### src/shared/rrc_defines.svh
/*
 * constants of the root/context entry decoder: field positions, register
 * offsets, reset values and timing counts.
 * assumes nothing; included by its bare name wherever needed.
 */
`ifndef RRC_DEFINES_SVH
`define RRC_DEFINES_SVH

// scalable-mode root entry fields
`define RRC_UPPER_CTX_TABLE_BASE_HI        127
`define RRC_UPPER_CTX_TABLE_BASE_LO        76
`define RRC_UP_BIT         64
`define RRC_LOWER_CTX_TABLE_BASE_HI        63
`define RRC_LOWER_CTX_TABLE_BASE_LO        12
`define RRC_LP_BIT         0
`define RRC_PAGE_SHIFT     12

// legacy context entry fields
`define RRC_DTAG_HI        87
`define RRC_DTAG_LO        72
`define RRC_CTX_PRESENT    0
`define RRC_CTX_FPD        1

// table mode encodings
`define RRC_TM_LEGACY      2'h0
`define RRC_TM_SCALABLE    2'h1

// register byte offsets
`define RRC_REG_CTRL       12'h000
`define RRC_REG_CAP        12'h004
`define RRC_REG_REQ        12'h008
`define RRC_REG_ENT0       12'h010
`define RRC_REG_ENT1       12'h014
`define RRC_REG_ENT2       12'h018
`define RRC_REG_ENT3       12'h01C
`define RRC_REG_STAT       12'h020
`define RRC_REG_BASE_LO    12'h024
`define RRC_REG_BASE_HI    12'h028
`define RRC_REG_TAG        12'h02C

// ctrl register fields
`define RRC_CTRL_TM_LO     0
`define RRC_CTRL_GO        4
`define RRC_CTRL_CTX       5
`define RRC_CTRL_RESET     32'h0000_0000

// capability register fields
`define RRC_CAP_DW_LO      0
`define RRC_CAP_CM         8

// request register fields
`define RRC_REQ_DEVFN_LO   0
`define RRC_REQ_PASID      8

// timing: decode latency of one cycle
`define RRC_DECODE_CYCLES  1

`endif

### src/shared/rrc_pkg.sv
/*
 * types of the root/context entry decoder.
 * assumes rrc_defines.svh for numeric constants.
 */
package rrc_pkg;

    typedef enum logic [1:0] {
        RRC_OK,
        RRC_FAULT_ROOT,
        RRC_FAULT_CTX,
        RRC_FAULT_PASID
    } rrc_result_t;

    typedef enum {
        RRC_IDLE,
        RRC_DECODE,
        RRC_DONE
    } rrc_state_t;

endpackage

### src/shared/rrc_entry_if.sv
/*
 * carrier between the decoder core and its entry-field extractor.
 * assumes one core clock; purely combinational signals.
 */
`timescale 1ns/1ps
interface rrc_entry_if #(parameter int HOST_ADDR_WIDTH = 48, parameter int DW = 16);
    logic [127:0] entry;
    logic         ctx_mode;
    logic [7:0]   devfn;
    logic         upper_half_valid;
    logic         lower_half_valid;
    logic [63:0]  upper_ctx_table_base;
    logic [63:0]  lower_ctx_table_base;
    logic         ctx_present;
    logic         ctx_fault_off;
    logic [15:0]  domain_tag;

    modport core (output entry, output ctx_mode, output devfn,
                  input upper_half_valid, input lower_half_valid,
                  input upper_ctx_table_base, input lower_ctx_table_base,
                  input ctx_present, input ctx_fault_off, input domain_tag);
    modport fields (input entry, input ctx_mode, input devfn,
                    output upper_half_valid, output lower_half_valid,
                    output upper_ctx_table_base, output lower_ctx_table_base,
                    output ctx_present, output ctx_fault_off, output domain_tag);
endinterface

### src/rtl/rrc_fields.sv
/*
 * field extractor: splits a fetched 128-bit entry into pointers, valid bits
 * and domain tag, masking bits that the host address width reserves.
 * assumes the entry was fetched as one whole 128-bit word.
 */
`timescale 1ns/1ps
`include "rrc_defines.svh"
module rrc_fields #(
    parameter int HOST_ADDR_WIDTH = 48,
    parameter int DW  = 16
) (
    // entry side
    rrc_entry_if.fields ef
);
    // pointer bits at or above the host address width read as zero
    localparam logic [63:0] ADDR_MASK = (64'h0000_0000_0000_0001 << HOST_ADDR_WIDTH) - 64'h0000_0000_0000_0001;
    localparam logic [15:0] TAG_MASK  = 16'(((32'h0000_0001) << DW) - 32'h0000_0001);

    logic [63:0] upper_raw;
    logic [63:0] lower_raw;
    logic [63:0] idx_off;

    // raw pointers widened back to byte addresses
    always_comb begin
        upper_raw = {ef.entry[`RRC_UPPER_CTX_TABLE_BASE_HI:`RRC_UPPER_CTX_TABLE_BASE_LO], 12'h000};
        lower_raw = {ef.entry[`RRC_LOWER_CTX_TABLE_BASE_HI:`RRC_LOWER_CTX_TABLE_BASE_LO], 12'h000};
        idx_off   = {52'h0_0000_0000_0000, ef.devfn, 4'h0};
    end

    // valid bits gate everything else in their half, so an absent half yields 0
    assign ef.upper_half_valid     = ef.entry[`RRC_UP_BIT];
    assign ef.lower_half_valid     = ef.entry[`RRC_LP_BIT];
    assign ef.upper_ctx_table_base = ef.upper_half_valid ?
                                     ((upper_raw & ADDR_MASK) | idx_off) : 64'h0;
    assign ef.lower_ctx_table_base = ef.lower_half_valid ?
                                     ((lower_raw & ADDR_MASK) | idx_off) : 64'h0;

    // legacy context entry: present bit, fault-disable and domain tag
    assign ef.ctx_present   = ef.entry[`RRC_CTX_PRESENT];
    assign ef.ctx_fault_off = ef.entry[`RRC_CTX_FPD];
    assign ef.domain_tag    = ef.ctx_present ?
                              (ef.entry[`RRC_DTAG_HI:`RRC_DTAG_LO] & TAG_MASK) : 16'h0;
endmodule

### src/rtl/rrc_decoder.sv
/*
 * root/context entry decoder with an apb register file. software loads a
 * 128-bit entry and a request, sets go, and reads the decoded base, domain
 * tag and fault result.
 * assumes an apb master on core_clk, entries written whole before go.
 */
// Notes on behaviour
// - upper pointer is bits 127:76, 4KB aligned
// - upper bits from 64+width reserved zero
// - upper valid bit gates bits 127:65
// - lower pointer is bits 63:12, 4KB aligned
// - lower bits from address width reserved zero
// - lower valid bit gates bits 63:1
// - legacy context only for requests without pasid
// - domain tag from context bits 87:72
// - supported domain tag width is reported
// - unused upper domain tag bits reserved
// - scalable format only when mode is 01b
// - each entry is taken as one word
// - absent context ignores all but fault-disable
`timescale 1ns/1ps
`include "rrc_defines.svh"
module rrc_decoder #(
    parameter int HOST_ADDR_WIDTH = 48,
    parameter int DW  = 16,
    parameter bit CM  = 1'b0
) (
    // clock and reset
    input  wire logic        core_clk,
    input  wire logic        rst,
    input  wire logic        clk_en,
    // apb slave
    input  wire logic        psel,
    input  wire logic        penable,
    input  wire logic        pwrite,
    input  wire logic [11:0] paddr,
    input  wire logic [31:0] pwdata,
    input  wire logic [3:0]  pstrb,
    output logic      [31:0] prdata,
    output logic             pready,
    output logic             pslverr,
    // status
    output logic             fault,
    output logic             busy
);
    initial begin
        if (HOST_ADDR_WIDTH < 13 || HOST_ADDR_WIDTH > 64 || DW < 1 || DW > 16) begin
            $error("rrc_decoder: unsupported HOST_ADDR_WIDTH or DW");
        end
    end

    typedef struct packed {
        logic [1:0]          table_mode_select;
        logic                ctx_mode;
        logic [7:0]          devfn;
        logic                has_pasid;
        logic [127:0]        entry;
        rrc_pkg::rrc_state_t state;
        rrc_pkg::rrc_result_t result;
        logic                done;
        logic                fault_off;
        logic [63:0]         base;
        logic [15:0]         domain_tag;
        logic [31:0]         prdata;
        logic                pslverr;
        logic                ack;
    } rrc_state_s_t;

    rrc_state_s_t cur;
    rrc_state_s_t next_cur;

    rrc_entry_if #(.HOST_ADDR_WIDTH(HOST_ADDR_WIDTH), .DW(DW)) eif ();

    rrc_fields #(.HOST_ADDR_WIDTH(HOST_ADDR_WIDTH), .DW(DW)) u_fields (
        .ef (eif.fields)
    );

    // the core drives the extractor from the latched entry
    assign eif.entry    = cur.entry;
    assign eif.ctx_mode = cur.ctx_mode;
    assign eif.devfn    = cur.devfn;

    logic        acc;
    logic        wr;
    logic [31:0] wmask;
    logic [31:0] rdata;
    logic        hit;

    // one wait state: read data is loaded into its flop at the same edge where pready rises,
    // so the master finds it standing at the completing edge
    assign acc     = psel & penable;
    assign wr      = acc & pwrite;
    assign pready  = cur.ack & clk_en;
    assign prdata  = cur.prdata;
    assign pslverr = cur.pslverr;
    assign fault   = cur.result != rrc_pkg::RRC_OK;
    assign busy    = cur.state != rrc_pkg::RRC_IDLE;
    assign wmask   = {{8{pstrb[3]}}, {8{pstrb[2]}}, {8{pstrb[1]}}, {8{pstrb[0]}}};

    // read mux; reserved bits read zero
    always_comb begin
        hit   = 1'b1;
        rdata = 32'h0000_0000;
        unique case (paddr)
            `RRC_REG_CTRL:    rdata = {26'h000_0000, cur.ctx_mode, 3'h0, cur.table_mode_select};
            `RRC_REG_CAP:     rdata = {23'h00_0000, CM, 3'h0, 5'(DW)};
            `RRC_REG_REQ:     rdata = {23'h00_0000, cur.has_pasid, cur.devfn};
            `RRC_REG_ENT0:    rdata = cur.entry[31:0];
            `RRC_REG_ENT1:    rdata = cur.entry[63:32];
            `RRC_REG_ENT2:    rdata = cur.entry[95:64];
            `RRC_REG_ENT3:    rdata = cur.entry[127:96];
            `RRC_REG_STAT:    rdata = {26'h000_0000, cur.fault_off, cur.done,
                                       busy, 1'b0, cur.result};
            `RRC_REG_BASE_LO: rdata = cur.base[31:0];
            `RRC_REG_BASE_HI: rdata = cur.base[63:32];
            `RRC_REG_TAG:     rdata = {16'h0000, cur.domain_tag};
            default:          hit   = 1'b0;
        endcase
    end

    // next-state logic: register writes, then the decode sequence
    always_comb begin
        next_cur = cur;
        // first access cycle: load answer; writes during a decode are refused
        // so the entry stays one atomic word
        if (acc && !cur.ack) begin
            next_cur.ack     = 1'b1;
            next_cur.pslverr = !hit || (pwrite && cur.state != rrc_pkg::RRC_IDLE);
            next_cur.prdata  = pwrite ? 32'h0000_0000 : rdata;
        end
        if (acc && cur.ack) begin
            next_cur.ack = 1'b0;
        end
        // a write lands only at the edge where pready is high
        if (wr && cur.ack && !cur.pslverr && cur.state == rrc_pkg::RRC_IDLE) begin
            unique case (paddr)
                `RRC_REG_CTRL: begin
                    if (pstrb[0]) begin
                        next_cur.table_mode_select = pwdata[`RRC_CTRL_TM_LO +: 2];
                        next_cur.ctx_mode          = pwdata[`RRC_CTRL_CTX];
                    end
                    if (pstrb[0] && pwdata[`RRC_CTRL_GO]) begin
                        next_cur.state = rrc_pkg::RRC_DECODE;
                        next_cur.done  = 1'b0;
                    end
                end
                `RRC_REG_REQ: begin
                    if (pstrb[0]) begin
                        next_cur.devfn = pwdata[7:0];
                    end
                    if (pstrb[1]) begin
                        next_cur.has_pasid = pwdata[`RRC_REQ_PASID];
                    end
                end
                `RRC_REG_ENT0: next_cur.entry[31:0]   = (cur.entry[31:0] & ~wmask) | (pwdata & wmask);
                `RRC_REG_ENT1: next_cur.entry[63:32]  = (cur.entry[63:32] & ~wmask) | (pwdata & wmask);
                `RRC_REG_ENT2: next_cur.entry[95:64]  = (cur.entry[95:64] & ~wmask) | (pwdata & wmask);
                `RRC_REG_ENT3: next_cur.entry[127:96] = (cur.entry[127:96] & ~wmask) | (pwdata & wmask);
                default: ;
            endcase
        end
        unique case (cur.state)
            rrc_pkg::RRC_IDLE: ;
            rrc_pkg::RRC_DECODE: begin
                next_cur.state      = rrc_pkg::RRC_DONE;
                next_cur.base       = 64'h0;
                next_cur.domain_tag = 16'h0;
                next_cur.fault_off  = 1'b0;
                if (cur.table_mode_select == `RRC_TM_SCALABLE && !cur.ctx_mode) begin
                    // devfn bit 7 picks the upper half, the lower otherwise
                    if (cur.devfn[7]) begin
                        if (eif.upper_half_valid) begin
                            next_cur.base   = eif.upper_ctx_table_base;
                            next_cur.result = rrc_pkg::RRC_OK;
                        end else begin
                            next_cur.result = rrc_pkg::RRC_FAULT_ROOT;
                        end
                    end else begin
                        if (eif.lower_half_valid) begin
                            next_cur.base   = eif.lower_ctx_table_base;
                            next_cur.result = rrc_pkg::RRC_OK;
                        end else begin
                            next_cur.result = rrc_pkg::RRC_FAULT_ROOT;
                        end
                    end
                end else if (cur.ctx_mode) begin
                    // legacy context entry: pasid requests fault and take only its fault-disable bit
                    next_cur.fault_off = eif.ctx_fault_off;
                    if (cur.has_pasid) begin
                        next_cur.result = rrc_pkg::RRC_FAULT_PASID;
                    end else if (!eif.ctx_present) begin
                        next_cur.result = rrc_pkg::RRC_FAULT_CTX;
                    end else begin
                        next_cur.domain_tag = eif.domain_tag;
                        next_cur.result     = rrc_pkg::RRC_OK;
                    end
                end else begin
                    // legacy root entry uses the lower pointer and bit 0 only
                    if (eif.lower_half_valid) begin
                        next_cur.base   = eif.lower_ctx_table_base;
                        next_cur.result = rrc_pkg::RRC_OK;
                    end else begin
                        next_cur.result = rrc_pkg::RRC_FAULT_ROOT;
                    end
                end
            end
            rrc_pkg::RRC_DONE: begin
                next_cur.state = rrc_pkg::RRC_IDLE;
                next_cur.done  = 1'b1;
            end
        endcase
    end

    // single state register, frozen while clk_en is low unless rst is high
    always_ff @(posedge core_clk) begin
        if (rst) begin
            cur                   <= '0;
            cur.state             <= rrc_pkg::RRC_IDLE;
            cur.result            <= rrc_pkg::RRC_OK;
            cur.table_mode_select <= `RRC_TM_LEGACY;
        end else if (clk_en) begin
            cur <= next_cur;
        end
    end
endmodule

### config.mk
export PLATFORM = sky130hd
export DESIGN_NAME = rrc_decoder
export DESIGN_NICKNAME = d
export VERILOG_FILES = /design/src/shared/rrc_pkg.sv /design/src/shared/rrc_entry_if.sv /design/src/rtl/rrc_fields.sv /design/src/rtl/rrc_decoder.sv
export VERILOG_INCLUDE_DIRS = /design/src /design/src/shared
export SDC_FILE = /design/constraint.sdc
export NUM_CORES = 1
export LEC_CHECK = 0
export ABC_AREA = 1
export BUFFER_PORTS_ARGS = -buffer_cell sky130_fd_sc_hd__buf_2
export CAP_MARGIN = 30
export CORE_MARGIN = 3
export CORE_UTILIZATION = 56
export CTS_CLUSTER_DIAMETER = 120
export DETAILED_ROUTE_END_ITERATION = 6
export GPL_TIMING_DRIVEN = 1
export PLACE_DENSITY = 0.77
export SLEW_MARGIN = 20
export SYNTH_ARGS = -nofsm -noshare
export SYNTH_HDL_FRONTEND = slang
export SYNTH_HIERARCHICAL = 1
export SYNTH_SLANG_ARGS = --single-unit
### constraint.sdc
create_clock -name core_clk -period 1.45 [get_ports core_clk]
set_input_delay 0.29 -clock core_clk [delete_from_list [all_inputs] [get_ports core_clk]]
set_output_delay 0.29 -clock core_clk [all_outputs]
set_load 0.02 [all_outputs]
# Word-level counts from Yosys, hierarchy flattened
# Cells that the tools add are included.
dict set report classes {
  n_mux 31
  eq_ne 13
  n_reduce_logical 37
  bitwise_logic 15
}
# operator count
set ops {}
lappend ops {{32-bit case mux with 11 select lines} 1}
lappend ops {{64-bit two-way mux} 3}
lappend ops {{32-bit AND} 5}
lappend ops {{32-bit two-way mux} 4}
lappend ops {{32-bit OR} 4}
lappend ops {{48-bit two-way mux} 2}
lappend ops {{48-bit by 12-bit OR with 48-bit output} 2}
lappend ops {{16-bit two-way mux} 4}
lappend ops {{32-bit case mux with 2 select lines} 1}
lappend ops {{12-bit by 5-bit equality test with 1-bit output, second input constant} 4}
lappend ops {{12-bit by 6-bit equality test with 1-bit output, second input constant} 4}
lappend ops {{32-bit by 1-bit equality test with 1-bit output, second input constant} 1}
lappend ops {{32-bit by 2-bit equality test with 1-bit output, second input constant} 1}
lappend ops {{32-bit logical NOT} 1}
lappend ops {{32-bit inverter} 1}
lappend ops {{32-bit nonzero test} 1}
lappend ops {{4-bit AND reduction} 5}
lappend ops {{12-bit by 3-bit equality test with 1-bit output, second input constant} 1}
lappend ops {{12-bit by 4-bit equality test with 1-bit output, second input constant} 1}
lappend ops {{12-bit logical NOT} 1}
lappend ops {{1-bit two-way mux} 12}
lappend ops {{3-bit AND reduction} 4}
lappend ops {{11-bit OR reduction} 1}
lappend ops {{2-bit nonzero test} 5}
lappend ops {{8 further kinds} 27}
dict set report totals {
  word_cells 113
  in_bits 54
  regBits 290
  output_inout_bits 36
}

# Longest topological paths before layout
dict set report depth {
  word_depth 7
  ltp_mapped 12
  depth_no_buf 12
}

# Cells and area by module
# Netlist, hierarchy kept.
# mod area_per_inst_um2 n_inst cells_per_inst seq_area_each_um2
set by_module_without_submodules {}
lappend by_module_without_submodules {rrc_decoder 13196.4 1 1882 5205.0}
lappend by_module_without_submodules {rrc_fields 1242.4 1 265 0.0}

# Worst setup path before layout
# Ideal clock, no wire load.
dict set report synth_path {
  path_kind {reg-to-reg}
  start {register (tool-made name)}
  end {register cur[78] (netlist bit)}
  setup_slack_ns -0.132
  t_arrival_ns 1.502
  n_path_buf 4
  period_less_slack_ns 1.582
  setup_ns 0.081
  path_stages_with_launch 7
  required_ns 1.369
  path_cell_list {dfxtp_1 -> buf_4 -> clkbuf_1 -> clkbuf_1 -> clkbuf_1 -> nand4_1 -> a41oi_1}
}
# element line_no
set synth_lines {}
lappend synth_lines {{end signal: assignment} rrc_decoder.sv:222} ;# cur <= next_cur;
lappend synth_lines {{end: declaration} rrc_decoder.sv:69} ;# rrc_state_s_t cur;

==> flow_summary.toml <==
[cells_and_area]
fin_util_pct = 75.0
fin_area_sq_um = 18900
syn_to_final_growth_pct = 31.2
final_cells = 2633
nNetsFinal = 2338
layout-drive-gt1-share_pct = 27.4
antenna_cells = 0

[cts]
clk_pin_slew_ps = 60
clock_sinks = 260
cts_buffers = 29
cts_tree = "built"
clockRootBuffer = "clkbuf_16"
htreeDepth = 1
clk_latency_ps = 570
clockBufferDepth = 3

[placed_design]
dp_hpwl_mm = 33.2
place_area_sq_um = 15900
dp.cells = 2522
place_ws_ps = -524
io_buffers = 89
gp_congestion = 0.985

[sta]
worst_slew_pin_slew_ps = 527
slew_viol_final = 0
rsz0062_at_grt = "true"
hold-worst-slack_ps = 8.43
finClkSkew_ps = 23.6
hold_violations = 0
setup_tns_ps = -35890
maxSlewHeadroom_pct = 64.9
post-route-period-util_pct = 119
timing.final.ws_setup_ps = -278
fmax_ghz = 0.579
report.final.setup_viol = 221
period_needed_ps = 1730

[global_route]
grt_usage_pct = 34.7
first_global_vias = 14900
grt_first_pass_wirelength_mm = 80.0
antenna_found_initial = 0
grt_max_degree = 78
overflow = 0

[worst_setup_path]
cp.required_ps = 1920
crit_slowest_cell = "dfxtp_2"
crit_chain = "nand2_2 -> nor3_4 -> nand3_4 -> clkinv_8 -> nand2_8 -> buf_12 -> nor2_8 -> buf_12 -> nor2_4 -> a211oi_2"
critPathMaxFanout = 6
crit_buf_inv = 3
start_kind = "register"
critPathMostFrequentCell = "buf_12"
setup.worst_path.class = "reg -> reg"
arrival_ps = 2200
critPathMaxStageDelay_ps = 330
worstSetupEndpointType = "register"
cp_top_family = "simple AND/OR/NAND/NOR gates"

[die]
io_pins = 90
die_area_sq_um = 27700
rows = 58
die_h_um = 167
floorplan.initialDensity_pct = 57.2
die_w_um = 167
core_sq_um = 25300

[yosys]
synth_cell_types = 35
ys_ff_latch = 260
ys.warnings.count = 6
avgSynthCellArea_sq_um = 6.73
ys_seq_area_share_pct = 36.0
netlist_instances = 2147
syn_area_sq_um = 14400

[power_and_ir_drop]
power.total_mw = 15.7
leakage_nw = 8.46
peakVddDrop_v = 0.000951
powerDensity_nw_per_um2 = 829

[status]
outcome = "finished, violations left"
violations = "negative setup slack"

[routing]
vias = 16500
finalWirelength_mm = 53.7
drtAntennaViolNets = 0
avgViaCountPerCell = 6.25
drtPass1Iterations = 7
drc_errors = 0
drt_iter0_drc = 2555
post_drt_wl_per_cell_um = 20.4

[hold_path]
hold_class = "in -> reg"

[run]
drv_cap = 0
[cell type report]
type	count	area, sq um
clock buffer	42	845
clock inverter	12	173
fill	1799	6310
inverter	205	823
multi-input combinational	1490	8500
sequential	260	5230
tap	330	413
timing repair buffer	294	2970
[metal layers]
metal / share of wire (%) / GRT usage, % / vias to the layer above / wire length [um]
met4: 5.2 / 12.9 / 0 / 2810
met2: 45 / 54.9 / 1182 / 23900
met5: 0 / 0 / - / 0
met1: 37 / 47.3 / 7628 / 20100
li1: - / - / 7404 / -
met3: 13 / 7.03 / 249 / 6920
[repair_timing]
item	in CTS	in global routing
hold buffers	1	0
resized for setup	174	260
hold endpoints to repair	1	0
pin swaps	44	60
setup buffers	20	25
cloned	11	7
endpoints found under the setup margin	230	238
[synthesized netlist by cell type]
library cell | n | area (sq um)
nand2_2 | 3 | 18.8
nor2_4 | 14 | 158
clkinv_1 | 2 | 7.51
nor3_2 | 3 | 30.0
nor3_1 | 19 | 95.1
o21ai_0 | 183 | 916
nand3_1 | 324 | 1620
and3_1 | 1 | 6.26
nand2_4 | 5 | 56.3
clkbuf_1 | 87 | 327
or2_2 | 2 | 12.5
nor2_8 | 3 | 60.1
nor2_2 | 6 | 37.5
a21oi_1 | 99 | 495
o211ai_1 | 15 | 113
inv_2 | 11 | 41.3
nand4_1 | 98 | 613
nand2_1 | 352 | 1320
dfxtp_1 | 260 | 5200
a211oi_1 | 20 | 150
inv_1 | 190 | 713
buf_6 | 12 | 135
clkinv_4 | 1 | 8.76
buf_4 | 82 | 616
ha_1 | 4 | 50.1
clkinv_2 | 1 | 5.00
nor3b_1 | 1 | 7.51
conb_1 | 1 | 3.75
buf_1 | 17 | 63.8
a31oi_1 | 12 | 75.1
nor2_1 | 239 | 897
a41oi_1 | 41 | 359
a211oi_2 | 2 | 25.0
nand3_2 | 2 | 20.0
buf_2 | 35 | 175
[path summary, 6_finish.rpt]
check                           cells after the start  slack, ps   endpoint       start
worst min-delay path                                3          8   register  pwdata[30]
worst max-delay path                               10       -280   register      cur[0]
worst max register to register                     10       -280   register      cur[0]
worst min register to register                      2        460  prdata[0]   prdata[0]
[worst min-delay path: cells and delay by family]
kind / cells / cell delay [ps]
buf+inv: 1 / 130
simple gates: 2 / 120
[report_power, final]
| part | internal [mW] | switching [mW] | total [mW] |
|---|---|---|---|
| sequential | 7.14 | 0.00232 | 7.14 |
| clock | 4.75 | 3.15 | 7.90 |
| combinational | 0.198 | 0.475 | 0.673 |
[cell families (layout without fill, tap and decap cells)]
group,after synthesis,in the layout,synth area share [%]
and+or+nand+nor,1072,1074,34.3
buffers and inverters,438,553,14.5
AOI/OAI and AO/OA,372,372,14.8
DFF,260,260,36.0
adders and majority gates,4,4,0.347
other,1,40,0.0260
[cells in the final DEF (no fill, tap or decap), types with 7 or more instances in the layout]
cell type,instances
buf_4,119
nand4_1,98
a21oi_2,19
nand2_2,15
nor2_2,34
nor2_4,32
nand3_1,317
inv_2,12
inv_4,9
a41oi_2,25
dfxtp_1,250
buf_16,9
nor2_1,195
o21ai_4,16
clkbuf_16,34
buf_6,30
clkbuf_8,7
o21ai_0,83
buf_2,83
nand3_2,7
nand2_4,12
inv_1,178
dfxtp_2,7
a21oi_1,80
a31oi_1,12
nand2_1,330
a211oi_2,18
nor3_1,9
conb_1,40
o21ai_1,32
o211ai_1,15
o21ai_2,52
nor3_2,10
a41oi_1,16
buf_12,46
Power figures use the tool's default switching activity.
